--- src/core/adc_select_pkg.sv ---
// constants and types shared by the channel-select and result block
package adc_select_pkg;
   // bus geometry: each register index sits at byte address index*4
   localparam int unsigned ADDR_WIDTH = 12;
   localparam int unsigned DATA_WIDTH = 32;
   localparam int unsigned IDX_WIDTH  = 9;

   // register indices
   localparam logic [8:0] IDX_CONTROL  = 9'h02E;
   localparam logic [8:0] IDX_SKIP_A   = 9'h02F;
   localparam logic [8:0] IDX_SKIP_B   = 9'h030;
   localparam logic [8:0] IDX_IN_CUR   = 9'h031;
   localparam logic [8:0] IDX_BAT_CUR  = 9'h033;
   localparam logic [8:0] IDX_IN_VOLT  = 9'h035;
   localparam logic [8:0] IDX_COMMAND  = 9'h050;

   // field positions
   localparam int unsigned CTRL_ENABLE_BIT = 7;
   localparam int unsigned CTRL_RATE_BIT   = 6;
   localparam int unsigned CMD_RESET_BIT   = 0;
   localparam int unsigned CMD_BUSY_BIT    = 1;

   // writable bits of each register
   localparam logic [7:0] SKIP_A_MASK = 8'hFE;
   localparam logic [7:0] SKIP_B_MASK = 8'hF0;
   localparam logic [7:0] CTRL_MASK   = 8'hC0;

   // values after reset
   localparam logic [7:0]  SKIP_RESET   = 8'h00;
   localparam logic [7:0]  CTRL_RESET   = 8'h00;
   localparam logic [15:0] RESULT_RESET = 16'h0000;

   // conversion sequence: channel numbers in scan order
   localparam int unsigned CHAN_WIDTH  = 4;
   localparam int unsigned CHAN_COUNT  = 11;
   localparam logic [3:0]  CH_IN_CUR   = 4'h0;
   localparam logic [3:0]  CH_BAT_CUR  = 4'h1;
   localparam logic [3:0]  CH_IN_VOLT  = 4'h2;
   localparam logic [3:0]  CH_LAST     = 4'hA;

   // bus responses
   localparam logic [1:0] RESP_OKAY   = 2'h0;
   localparam logic [1:0] RESP_SLVERR = 2'h2;

   typedef enum logic [1:0] {SEQ_IDLE, SEQ_SCAN, SEQ_WAIT} seq_state_type;
endpackage : adc_select_pkg

--- src/core/result_hold.sv ---
// one signed result register loaded from a magnitude and a direction
`timescale 1ns/10ps
module result_hold (
   input  wire logic        clk,
   input  wire logic        rst,
   input  wire logic        load,
   input  wire logic [14:0] magnitude,
   input  wire logic        negative,
   output logic      [15:0] value
);
   logic [15:0] widened;
   logic [15:0] signed_value;

   // reverse flow reports as the two's complement of the magnitude
   assign widened      = {1'b0, magnitude};
   assign signed_value = negative ? 16'(-widened) : widened;

   // whole word replaced at once, so both bytes stay from one sample
   always_ff @(posedge clk) begin
      if (rst) begin
         value <= adc_select_pkg::RESULT_RESET;
      end else if (load) begin
         value <= signed_value;
      end
   end
endmodule : result_hold

--- src/core/adc_channel_select.sv ---
// converter channel selection, sequencing and result registers
//
// Summary of operation
// RULE_01: first skip register drops seven channels
// RULE_02: second skip register drops four channels
// RULE_03: set bit skips channel; resets clear all
// RULE_04: input current result, signed, 1 mA steps
// RULE_05: input current negative for reverse flow
// RULE_06: battery current result, signed, 1 mA steps
// RULE_07: battery current positive charging, negative discharging
// RULE_08: input voltage result, signed, 1 mV steps
// RULE_09: convert only when enabled; one-shot or continuous
// RULE_10: result halves always from one conversion
//
// Implementation choice: register access over AXI4-Lite.
`timescale 1ns/10ps
module adc_channel_select (
   input  wire logic        CLK,
   input  wire logic        RST,
   input  wire logic [11:0] AWADDR,
   input  wire logic        AWVALID,
   output logic             AWREADY,
   input  wire logic [31:0] WDATA,
   input  wire logic [3:0]  WSTRB,
   input  wire logic        WVALID,
   output logic             WREADY,
   output logic [1:0]       BRESP,
   output logic             BVALID,
   input  wire logic        BREADY,
   input  wire logic [11:0] ARADDR,
   input  wire logic        ARVALID,
   output logic             ARREADY,
   output logic [31:0]      RDATA,
   output logic [1:0]       RRESP,
   output logic             RVALID,
   input  wire logic        RREADY,
   output logic             CONV_START,
   output logic [3:0]       CONV_CHANNEL,
   input  wire logic        CONV_DONE,
   input  wire logic [14:0] CONV_MAGNITUDE,
   input  wire logic        CONV_NEGATIVE
);
   logic                      aw_held;
   logic                      w_held;
   logic [8:0]                aw_idx;
   logic [7:0]                w_byte;
   logic                      w_lane;
   logic                      wr_fire;
   logic                      wr_hit;
   logic                      wr_ctrl;
   logic                      wr_skip_a;
   logic                      wr_skip_b;
   logic                      cmd_reset;
   logic [8:0]                ar_idx;
   logic                      ar_take;
   logic                      rd_hit;
   logic [31:0]               read_word;
   logic [8:0]                rd_idx;
   logic [7:0]                ctrl;
   logic [7:0]                skip_a;
   logic [7:0]                skip_b;
   logic [10:0]               chan_skip;
   logic                      enable;
   logic                      one_shot;
   logic                      busy;
   adc_select_pkg::seq_state_type state;
   adc_select_pkg::seq_state_type next_state;
   logic [3:0]                chan;
   logic [3:0]                next_chan;
   logic                      step;
   logic                      pass_end;
   logic                      oneshot_end;
   logic                      load_in_cur;
   logic                      load_bat_cur;
   logic                      load_in_volt;
   logic [15:0]               in_cur;
   logic [15:0]               bat_cur;
   logic [15:0]               in_volt;

   // write channel acceptance: address and data taken in either order
   assign AWREADY   = !aw_held && !BVALID;
   assign WREADY    = !w_held && !BVALID;
   assign wr_fire   = aw_held && w_held;
   assign wr_hit    = (aw_idx == adc_select_pkg::IDX_CONTROL)
                   || (aw_idx == adc_select_pkg::IDX_SKIP_A)
                   || (aw_idx == adc_select_pkg::IDX_SKIP_B)
                   || (aw_idx == adc_select_pkg::IDX_IN_CUR)
                   || (aw_idx == adc_select_pkg::IDX_BAT_CUR)
                   || (aw_idx == adc_select_pkg::IDX_IN_VOLT)
                   || (aw_idx == adc_select_pkg::IDX_COMMAND);
   assign wr_ctrl   = wr_fire && w_lane
                   && (aw_idx == adc_select_pkg::IDX_CONTROL);
   assign wr_skip_a = wr_fire && w_lane
                   && (aw_idx == adc_select_pkg::IDX_SKIP_A);
   assign wr_skip_b = wr_fire && w_lane
                   && (aw_idx == adc_select_pkg::IDX_SKIP_B);
   assign cmd_reset = wr_fire && w_lane
                   && (aw_idx == adc_select_pkg::IDX_COMMAND)
                   && w_byte[adc_select_pkg::CMD_RESET_BIT];

   // hold address and data until both present, then answer
   always_ff @(posedge CLK) begin
      if (RST) begin
         aw_held <= 1'b0;
         w_held  <= 1'b0;
         aw_idx  <= 9'h000;
         w_byte  <= 8'h00;
         w_lane  <= 1'b0;
         BVALID  <= 1'b0;
         BRESP   <= adc_select_pkg::RESP_OKAY;
      end else begin
         if (AWVALID && AWREADY) begin
            aw_held <= 1'b1;
            aw_idx  <= AWADDR[10:2];
         end
         if (WVALID && WREADY) begin
            w_held <= 1'b1;
            w_byte <= WDATA[7:0];
            w_lane <= WSTRB[0];
         end
         if (wr_fire) begin
            aw_held <= 1'b0;
            w_held  <= 1'b0;
            BVALID  <= 1'b1;
            BRESP   <= wr_hit ? adc_select_pkg::RESP_OKAY
                              : adc_select_pkg::RESP_SLVERR;
         end else if (BVALID && BREADY) begin
            BVALID <= 1'b0;
         end
      end
   end

   // converter control: software write wins over the one-shot clear
   always_ff @(posedge CLK) begin
      if (RST || cmd_reset) begin
         ctrl <= adc_select_pkg::CTRL_RESET;
      end else if (wr_ctrl) begin
         ctrl <= w_byte & adc_select_pkg::CTRL_MASK;
      end else if (oneshot_end) begin
         ctrl[adc_select_pkg::CTRL_ENABLE_BIT] <= 1'b0; // [RULE_09]
      end
   end

   // skip registers; reserved bits never store a one
   always_ff @(posedge CLK) begin
      if (RST || cmd_reset) begin
         skip_a <= adc_select_pkg::SKIP_RESET; // [RULE_03]
         skip_b <= adc_select_pkg::SKIP_RESET; // [RULE_03]
      end else begin
         if (wr_skip_a) begin
            skip_a <= w_byte & adc_select_pkg::SKIP_A_MASK; // [RULE_01]
         end
         if (wr_skip_b) begin
            skip_b <= w_byte & adc_select_pkg::SKIP_B_MASK; // [RULE_02]
         end
      end
   end

   // read decode; results are 16-bit words returned in one beat
   assign ARREADY = !RVALID;
   assign ar_take = ARVALID && ARREADY;
   assign ar_idx  = ARADDR[10:2];
   assign busy    = (state != adc_select_pkg::SEQ_IDLE);
   always_comb begin
      read_word = 32'h00000000;
      rd_hit    = 1'b1;
      case (ar_idx)
         adc_select_pkg::IDX_CONTROL:  read_word[7:0] = ctrl;
         adc_select_pkg::IDX_SKIP_A:   read_word[7:0] = skip_a;
         adc_select_pkg::IDX_SKIP_B:   read_word[7:0] = skip_b;
         adc_select_pkg::IDX_IN_CUR:   read_word[15:0] = in_cur; // [RULE_10]
         adc_select_pkg::IDX_BAT_CUR:  read_word[15:0] = bat_cur;
         adc_select_pkg::IDX_IN_VOLT:  read_word[15:0] = in_volt;
         adc_select_pkg::IDX_COMMAND:
            read_word[adc_select_pkg::CMD_BUSY_BIT] = busy;
         default:                      rd_hit = 1'b0;
      endcase
   end

   // read answer one cycle after the address is taken
   always_ff @(posedge CLK) begin
      if (RST) begin
         RVALID <= 1'b0;
         RDATA  <= 32'h00000000;
         RRESP  <= adc_select_pkg::RESP_OKAY;
         rd_idx <= 9'h000;
      end else if (ar_take) begin
         RVALID <= 1'b1;
         RDATA  <= read_word;
         RRESP  <= rd_hit ? adc_select_pkg::RESP_OKAY
                          : adc_select_pkg::RESP_SLVERR;
         rd_idx <= ar_idx;
      end else if (RVALID && RREADY) begin
         RVALID <= 1'b0;
      end
   end

   // channel skip vector in scan order, input current first
   assign chan_skip = {skip_b[4], skip_b[5], skip_b[6], skip_b[7],
                       skip_a[1], skip_a[2], skip_a[3], skip_a[4],
                       skip_a[5], skip_a[6], skip_a[7]};
   assign enable    = ctrl[adc_select_pkg::CTRL_ENABLE_BIT];
   assign one_shot  = ctrl[adc_select_pkg::CTRL_RATE_BIT];

   // sequencer step: a skipped channel passes, a started one completes
   assign CONV_START = (state == adc_select_pkg::SEQ_SCAN) && enable
                    && !chan_skip[chan]; // [RULE_03] [RULE_09]
   assign step = ((state == adc_select_pkg::SEQ_SCAN) && enable
                  && chan_skip[chan])
              || ((state == adc_select_pkg::SEQ_WAIT) && CONV_DONE);
   assign pass_end    = step && (chan == adc_select_pkg::CH_LAST);
   assign oneshot_end = pass_end && one_shot; // [RULE_09]
   assign CONV_CHANNEL = chan;

   // next state of the conversion sequence
   always_comb begin
      next_state = state;
      next_chan  = chan;
      case (state)
         adc_select_pkg::SEQ_IDLE: begin
            next_chan = adc_select_pkg::CH_IN_CUR;
            if (enable) begin
               next_state = adc_select_pkg::SEQ_SCAN; // [RULE_09]
            end
         end
         adc_select_pkg::SEQ_SCAN: begin
            if (!enable) begin
               next_state = adc_select_pkg::SEQ_IDLE;
            end else if (CONV_START) begin
               next_state = adc_select_pkg::SEQ_WAIT;
            end
         end
         adc_select_pkg::SEQ_WAIT: begin
            if (CONV_DONE) begin
               next_state = adc_select_pkg::SEQ_SCAN;
            end
         end
         default: next_state = adc_select_pkg::SEQ_IDLE;
      endcase
      if (pass_end) begin
         next_chan  = adc_select_pkg::CH_IN_CUR;
         next_state = one_shot ? adc_select_pkg::SEQ_IDLE
                               : adc_select_pkg::SEQ_SCAN; // [RULE_09]
      end else if (step) begin
         next_chan = chan + 4'h1;
      end
   end

   // sequencer registers
   always_ff @(posedge CLK) begin
      if (RST) begin
         state <= adc_select_pkg::SEQ_IDLE;
         chan  <= adc_select_pkg::CH_IN_CUR;
      end else begin
         state <= next_state;
         chan  <= next_chan;
      end
   end

   // result loads on completion of the matching channel
   assign load_in_cur  = (state == adc_select_pkg::SEQ_WAIT) && CONV_DONE
                      && (chan == adc_select_pkg::CH_IN_CUR);
   assign load_bat_cur = (state == adc_select_pkg::SEQ_WAIT) && CONV_DONE
                      && (chan == adc_select_pkg::CH_BAT_CUR);
   assign load_in_volt = (state == adc_select_pkg::SEQ_WAIT) && CONV_DONE
                      && (chan == adc_select_pkg::CH_IN_VOLT);

   // input current: positive from input pin toward the middle node
   result_hold in_cur_hold (
      .clk       (CLK),
      .rst       (RST),
      .load      (load_in_cur), // [RULE_04] [RULE_05]
      .magnitude (CONV_MAGNITUDE),
      .negative  (CONV_NEGATIVE),
      .value     (in_cur)
   );

   // battery current: positive while charging
   result_hold bat_cur_hold (
      .clk       (CLK),
      .rst       (RST),
      .load      (load_bat_cur), // [RULE_06] [RULE_07]
      .magnitude (CONV_MAGNITUDE),
      .negative  (CONV_NEGATIVE),
      .value     (bat_cur)
   );

   // input voltage
   result_hold in_volt_hold (
      .clk       (CLK),
      .rst       (RST),
      .load      (load_in_volt), // [RULE_08]
      .magnitude (CONV_MAGNITUDE),
      .negative  (CONV_NEGATIVE),
      .value     (in_volt)
   );

   // checks on the logic above
   property p_skip_a_reserved;
      @(posedge CLK) disable iff (RST)
      RVALID && (rd_idx == adc_select_pkg::IDX_SKIP_A) |-> RDATA[0] == 1'b0;
   endproperty
   a_skip_a_reserved: assert property (p_skip_a_reserved) // [RULE_01]
      else $error("reserved skip bit read as one");

   property p_skip_b_reserved;
      @(posedge CLK) disable iff (RST)
      RVALID && (rd_idx == adc_select_pkg::IDX_SKIP_B)
         |-> RDATA[3:0] == 4'h0;
   endproperty
   a_skip_b_reserved: assert property (p_skip_b_reserved) // [RULE_02]
      else $error("reserved second skip bits read as one");

   property p_reset_clears_skip;
      @(posedge CLK) disable iff (RST)
      cmd_reset |=> (skip_a == 8'h00) && (skip_b == 8'h00) && !enable;
   endproperty
   a_reset_clears_skip: assert property (p_reset_clears_skip) // [RULE_03]
      else $error("register reset left a skip bit set");

   property p_no_skipped_start;
      @(posedge CLK) disable iff (RST)
      CONV_START |-> !chan_skip[CONV_CHANNEL];
   endproperty
   a_no_skipped_start: assert property (p_no_skipped_start) // [RULE_03]
      else $error("skipped channel was started");

   property p_in_cur_only_on_load;
      @(posedge CLK) disable iff (RST)
      !load_in_cur |=> $stable(in_cur);
   endproperty
   a_in_cur_only_on_load: assert property (p_in_cur_only_on_load) // [RULE_04]
      else $error("input current changed without a conversion");

   property p_in_cur_sign;
      @(posedge CLK) disable iff (RST)
      load_in_cur |=> in_cur == ($past(CONV_NEGATIVE)
         ? 16'(-{1'b0, $past(CONV_MAGNITUDE)})
         : {1'b0, $past(CONV_MAGNITUDE)});
   endproperty
   a_in_cur_sign: assert property (p_in_cur_sign) // [RULE_05]
      else $error("input current sign or value wrong");

   property p_bat_cur_sign;
      @(posedge CLK) disable iff (RST)
      load_bat_cur ##1 $past(CONV_NEGATIVE) && ($past(CONV_MAGNITUDE) != 0)
         |-> bat_cur[15] && $stable(in_cur);
   endproperty
   a_bat_cur_sign: assert property (p_bat_cur_sign) // [RULE_06] [RULE_07]
      else $error("discharging battery current not negative");

   property p_in_volt_value;
      @(posedge CLK) disable iff (RST)
      load_in_volt && !CONV_NEGATIVE
         |=> in_volt == {1'b0, $past(CONV_MAGNITUDE)};
   endproperty
   a_in_volt_value: assert property (p_in_volt_value) // [RULE_08]
      else $error("input voltage result wrong");

   property p_idle_when_disabled;
      @(posedge CLK) disable iff (RST)
      !enable && (state != adc_select_pkg::SEQ_WAIT) |=> !CONV_START;
   endproperty
   a_idle_when_disabled: assert property (p_idle_when_disabled) // [RULE_09]
      else $error("conversion started while disabled");

   property p_one_shot_stops;
      @(posedge CLK) disable iff (RST)
      oneshot_end && !wr_ctrl |=> !enable ##1 !CONV_START;
   endproperty
   a_one_shot_stops: assert property (p_one_shot_stops) // [RULE_09]
      else $error("one-shot pass did not stop");

   property p_read_stable;
      @(posedge CLK) disable iff (RST)
      RVALID && !RREADY |=> RVALID && $stable(RDATA);
   endproperty
   a_read_stable: assert property (p_read_stable) // [RULE_10]
      else $error("read data changed before taken");
endmodule : adc_channel_select

--- config.mk ---
export PLATFORM = sky130hd
export DESIGN_NAME = adc_channel_select
export DESIGN_NICKNAME = d
export VERILOG_FILES = /design/src/core/adc_select_pkg.sv /design/src/core/result_hold.sv /design/src/core/adc_channel_select.sv
export SDC_FILE = /design/constraint.sdc
export NUM_CORES = 1
export LEC_CHECK = 0
export BUFFER_PORTS_ARGS = -buffer_cell sky130_fd_sc_hd__buf_4
export CAP_MARGIN = 20
export CORE_ASPECT_RATIO = 2
export CORE_MARGIN = 4
export CORE_UTILIZATION = 60
export CTS_CLUSTER_SIZE = 24
export DETAILED_ROUTE_END_ITERATION = 8
export PLACE_DENSITY = 0.89
export SLEW_MARGIN = 20
export SYNTH_ARGS = -nofsm -noshare
export SYNTH_HDL_FRONTEND = slang
export SYNTH_HIERARCHICAL = 1
export SYNTH_SLANG_ARGS = --single-unit
--- constraint.sdc ---
create_clock -name CLK -period 4.4 [get_ports CLK]
set_clock_uncertainty 0.15 [all_clocks]
set_input_delay 0.22 -clock CLK [delete_from_list [all_inputs] [get_ports CLK]]
set_output_delay 0.22 -clock CLK [all_outputs]
set_load 0.02 [all_outputs]
==> results.sh <==
export IMPL_syn_avg_cell_area_um2=8.48
export IMPL_arrival_ns=2.95
export IMPL_boundaryPins=130
export IMPL_seqPwrFrac=0.478
export IMPL_dieArea_um2=12000
export IMPL_r2r_cells=7
export IMPL_antenna_found_initial=0
export IMPL_grt_busiest_layer="met2"
export IMPL_grt_max_degree=86
export IMPL_yosys_top_cells_count="107 x dfxtp_1, 78 x nor2_1, 69 x nand2_1"
export IMPL_switching_power_mw=0.558
export IMPL_place_congestion=0.961
export IMPL_ctsHoldBuffers=18
export IMPL_floorplan_initialDensity=0.607
export IMPL_status="finished clean"
export IMPL_finalSetupViolCount=0
export IMPL_startpoint_type="flip-flop"
export IMPL_yosys_area_top_type="dfxtp_1"
export IMPL_cts_root_buffer="clkbuf_16"
export IMPL_post_cts_buffers=0
export IMPL_min_delay_start="AWADDR[7]"
export IMPL_hpwl_mm=12.6
export IMPL_cts_tree="built"
export IMPL_antenna_left=0
export IMPL_fmax_mhz=355
export IMPL_clock_sinks=107
export IMPL_p_leak_nw=2.72
export IMPL_viasPerCell=6.31
export IMPL_path_class="reg2reg"
export IMPL_rsz0062_at_grt="false"
export IMPL_cts_resized=0
export IMPL_syn_area_um2=6130
export IMPL_hold_ws_ns=0.0138
export IMPL_grt_pass1_wl_mm=28.1
export IMPL_synth_area_leaders="dfxtp_1 35%, mux2i_1 6.0%, nor2_1 4.8%"
export IMPL_core_area_um2=10100
export IMPL_global_route_usage_met2=0.543
export IMPL_timing_final_max_slew_violations=0
export IMPL_slew_headroom=0.306
export IMPL_ys_seq_area_frac=0.350
export IMPL_synth_seq_cells=107
export IMPL_tightest_slew_ns=1.04
export IMPL_fin_crit_ns=2.82
export IMPL_route_detailed_drc=0
export IMPL_grt_pass1_vias=5831
export IMPL_dpl_cell_count=897
export IMPL_syn2layout_area_growth_pct=16.1
export IMPL_netlist_area_leader_share=0.350
export IMPL_r2r_slack_ns=1.58
export IMPL_dieWidth_um=79.5
export IMPL_p_int_mw=1.53
export IMPL_pwr_density_cell_nw_per_um2=294
export IMPL_hold_viol=0
export IMPL_port_buffers=78
export IMPL_crit_fanout=28
export IMPL_hold_path_class="in2reg"
export IMPL_min_to="aw_idx[5]"
export IMPL_clock_power_share=0.390
export IMPL_power_mw=2.09
export IMPL_drt_iter0_markers=508
export IMPL_async_reset_ff_frac=0
export IMPL_synthDistinctLibCells=82
export IMPL_drt_pass1_iter_count=5
export IMPL_grt_remaining_overflow=0
export IMPL_ys_warn_count=6
export IMPL_drv_cap=0
export IMPL_clock_tree_buffer_depth=2
export IMPL_via_count=5871
export IMPL_fin_nets=882
export IMPL_clk_latency_ns=0.35
export IMPL_hold_path_cell_count=3
export IMPL_cp_required_ns=4.54
export IMPL_fin_tns_setup_ns=0
export IMPL_wire_per_inst_um=19.3
export IMPL_synth_edf_count=0
export IMPL_cts_buffers=9
export IMPL_drive_gt1_frac=0.167
export IMPL_row_count=52
export IMPL_timing_rr_start="state[1]"
export IMPL_power_frac_comb=0.132
export IMPL_syn_inst=722
export IMPL_max_vdd_ir_drop_uv=207
export IMPL_die_h_um=151
export IMPL_final_util=0.705
export IMPL_cts_max_level=3
export IMPL_wirelength_mm=18.0
export IMPL_switching_share=0.267
export IMPL_period_share=0.640
export IMPL_clk_pin_slew_ns=0.07
export IMPL_n_antenna_cell=0
export IMPL_yosysMostFrequentCell="dfxtp_1"
export IMPL_met1_usage=0.291
export IMPL_end_kind="flip-flop"
export IMPL_rr_endpoint="in_cur_hold/value[11]"
export IMPL_synth_main_ff_cell="dfxtp_1"
export IMPL_use_met3=0.0464
export IMPL_finalNonFillerCells=931
export IMPL_grt_use_total=0.300
-- stage by stage --
stage | instance area (um2) | setup WS, ns
2_1_floorplan | 6190 | 2.21
3_3_place_gp | 6630 | 1.86
3_5_place_dp | 6630 | 1.70
4_1_cts | 7110 | 1.65
5_1_grt | 7110 | 1.43
6_report | 7110 | 1.58
-- layout by cell type, fill, tap and decap left out, drive strengths merged, types with 14 or more instances in the layout --
master / instances
nor3: 17
a211oi: 24
a21oi: 38
nand2: 70
dlygate4sd3: 18
mux2i: 37
xnor2: 14
inv: 25
dfxtp: 107
a22oi: 20
o21ai: 22
nand3: 17
buf: 80
nor2: 78
conb: 18
-- worst max-delay path by stage --
stage,start,to,slack (ns),cells past startpoint
2_1_floorplan,CONV_CHANNEL[2],in_volt_hold/value[13],2.21,7
3_5_place_dp,state[1],in_cur_hold/value[11],1.70,7
5_1_grt,state[1],in_cur_hold/value[11],1.43,7
6_report,state[1],in_cur_hold/value[11],1.58,7
4_1_cts,state[1],in_cur_hold/value[11],1.65,7
3_3_place_gp,state[0],in_cur_hold/value[11],1.86,7
-- layer usage --
metal | vias up | wire [um] | part of all wire
met3 | 92 | 989 | 0.055
met5 | - | 0 | 0
li1 | 2734 | - | -
met4 | 0 | 1390 | 0.077
met1 | 2782 | 6000 | 0.33
met2 | 263 | 9610 | 0.53
-- registers in the layout (all words and copies together), names as in the netlist --
signal,cells
RDATA,16
bat_cur_hold/value,16
in_cur_hold/value,16
in_volt_hold/value,16
aw_idx,9
w_byte,8
skip_a,7
CONV_CHANNEL,4
skip_b,4
ctrl,2
state,2
BRESP,1
BVALID,1
RRESP,1
RVALID,1
aw_held,1
w_held,1
w_lane,1
-- cell families (layout without fill, tap and decap cells) --
group,Yosys count,after routing,synth area share
xor+xnor,23,23,0.0329
fa+ha+maj,8,8,0.0159
simple gates,275,275,0.242
other cells,1,18,0.000612
flops,107,107,0.350
compound gates,179,179,0.209
mux,48,48,0.0819
buf+inv,81,138,0.0678
-- critical path: stages, from the launching register on --
cell,delay (ns)
dfxtp_1,0.42
nand3b_1,0.28
nor3_1,0.31
and2_1,0.86
nand2b_1,0.33
nor2_1,0.18
mux2i_1,0.10
o21ai_1,0.08
-- power groups by stage --
stage	registers [mW]	clock network (mW)	logic (mW)
2_1_floorplan	1.02	0	0.160
3_3_place_gp	1.02	0	0.244
3_5_place_dp	1.02	0	0.252
4_1_cts	0.999	0.822	0.268
5_1_grt	1.00	0.862	0.294
6_report	1.00	0.816	0.275
-- area by class of cell --
type	instances	area (um2)
clock buffers	11	233
clock inverters	5	62.6
fillers	766	2980
inverters	24	90.1
multi-input cells	551	3630
flip-flops and latches	107	2140
well taps	135	169
repair buffers	98	781
(Power assumes the default switching activity.)
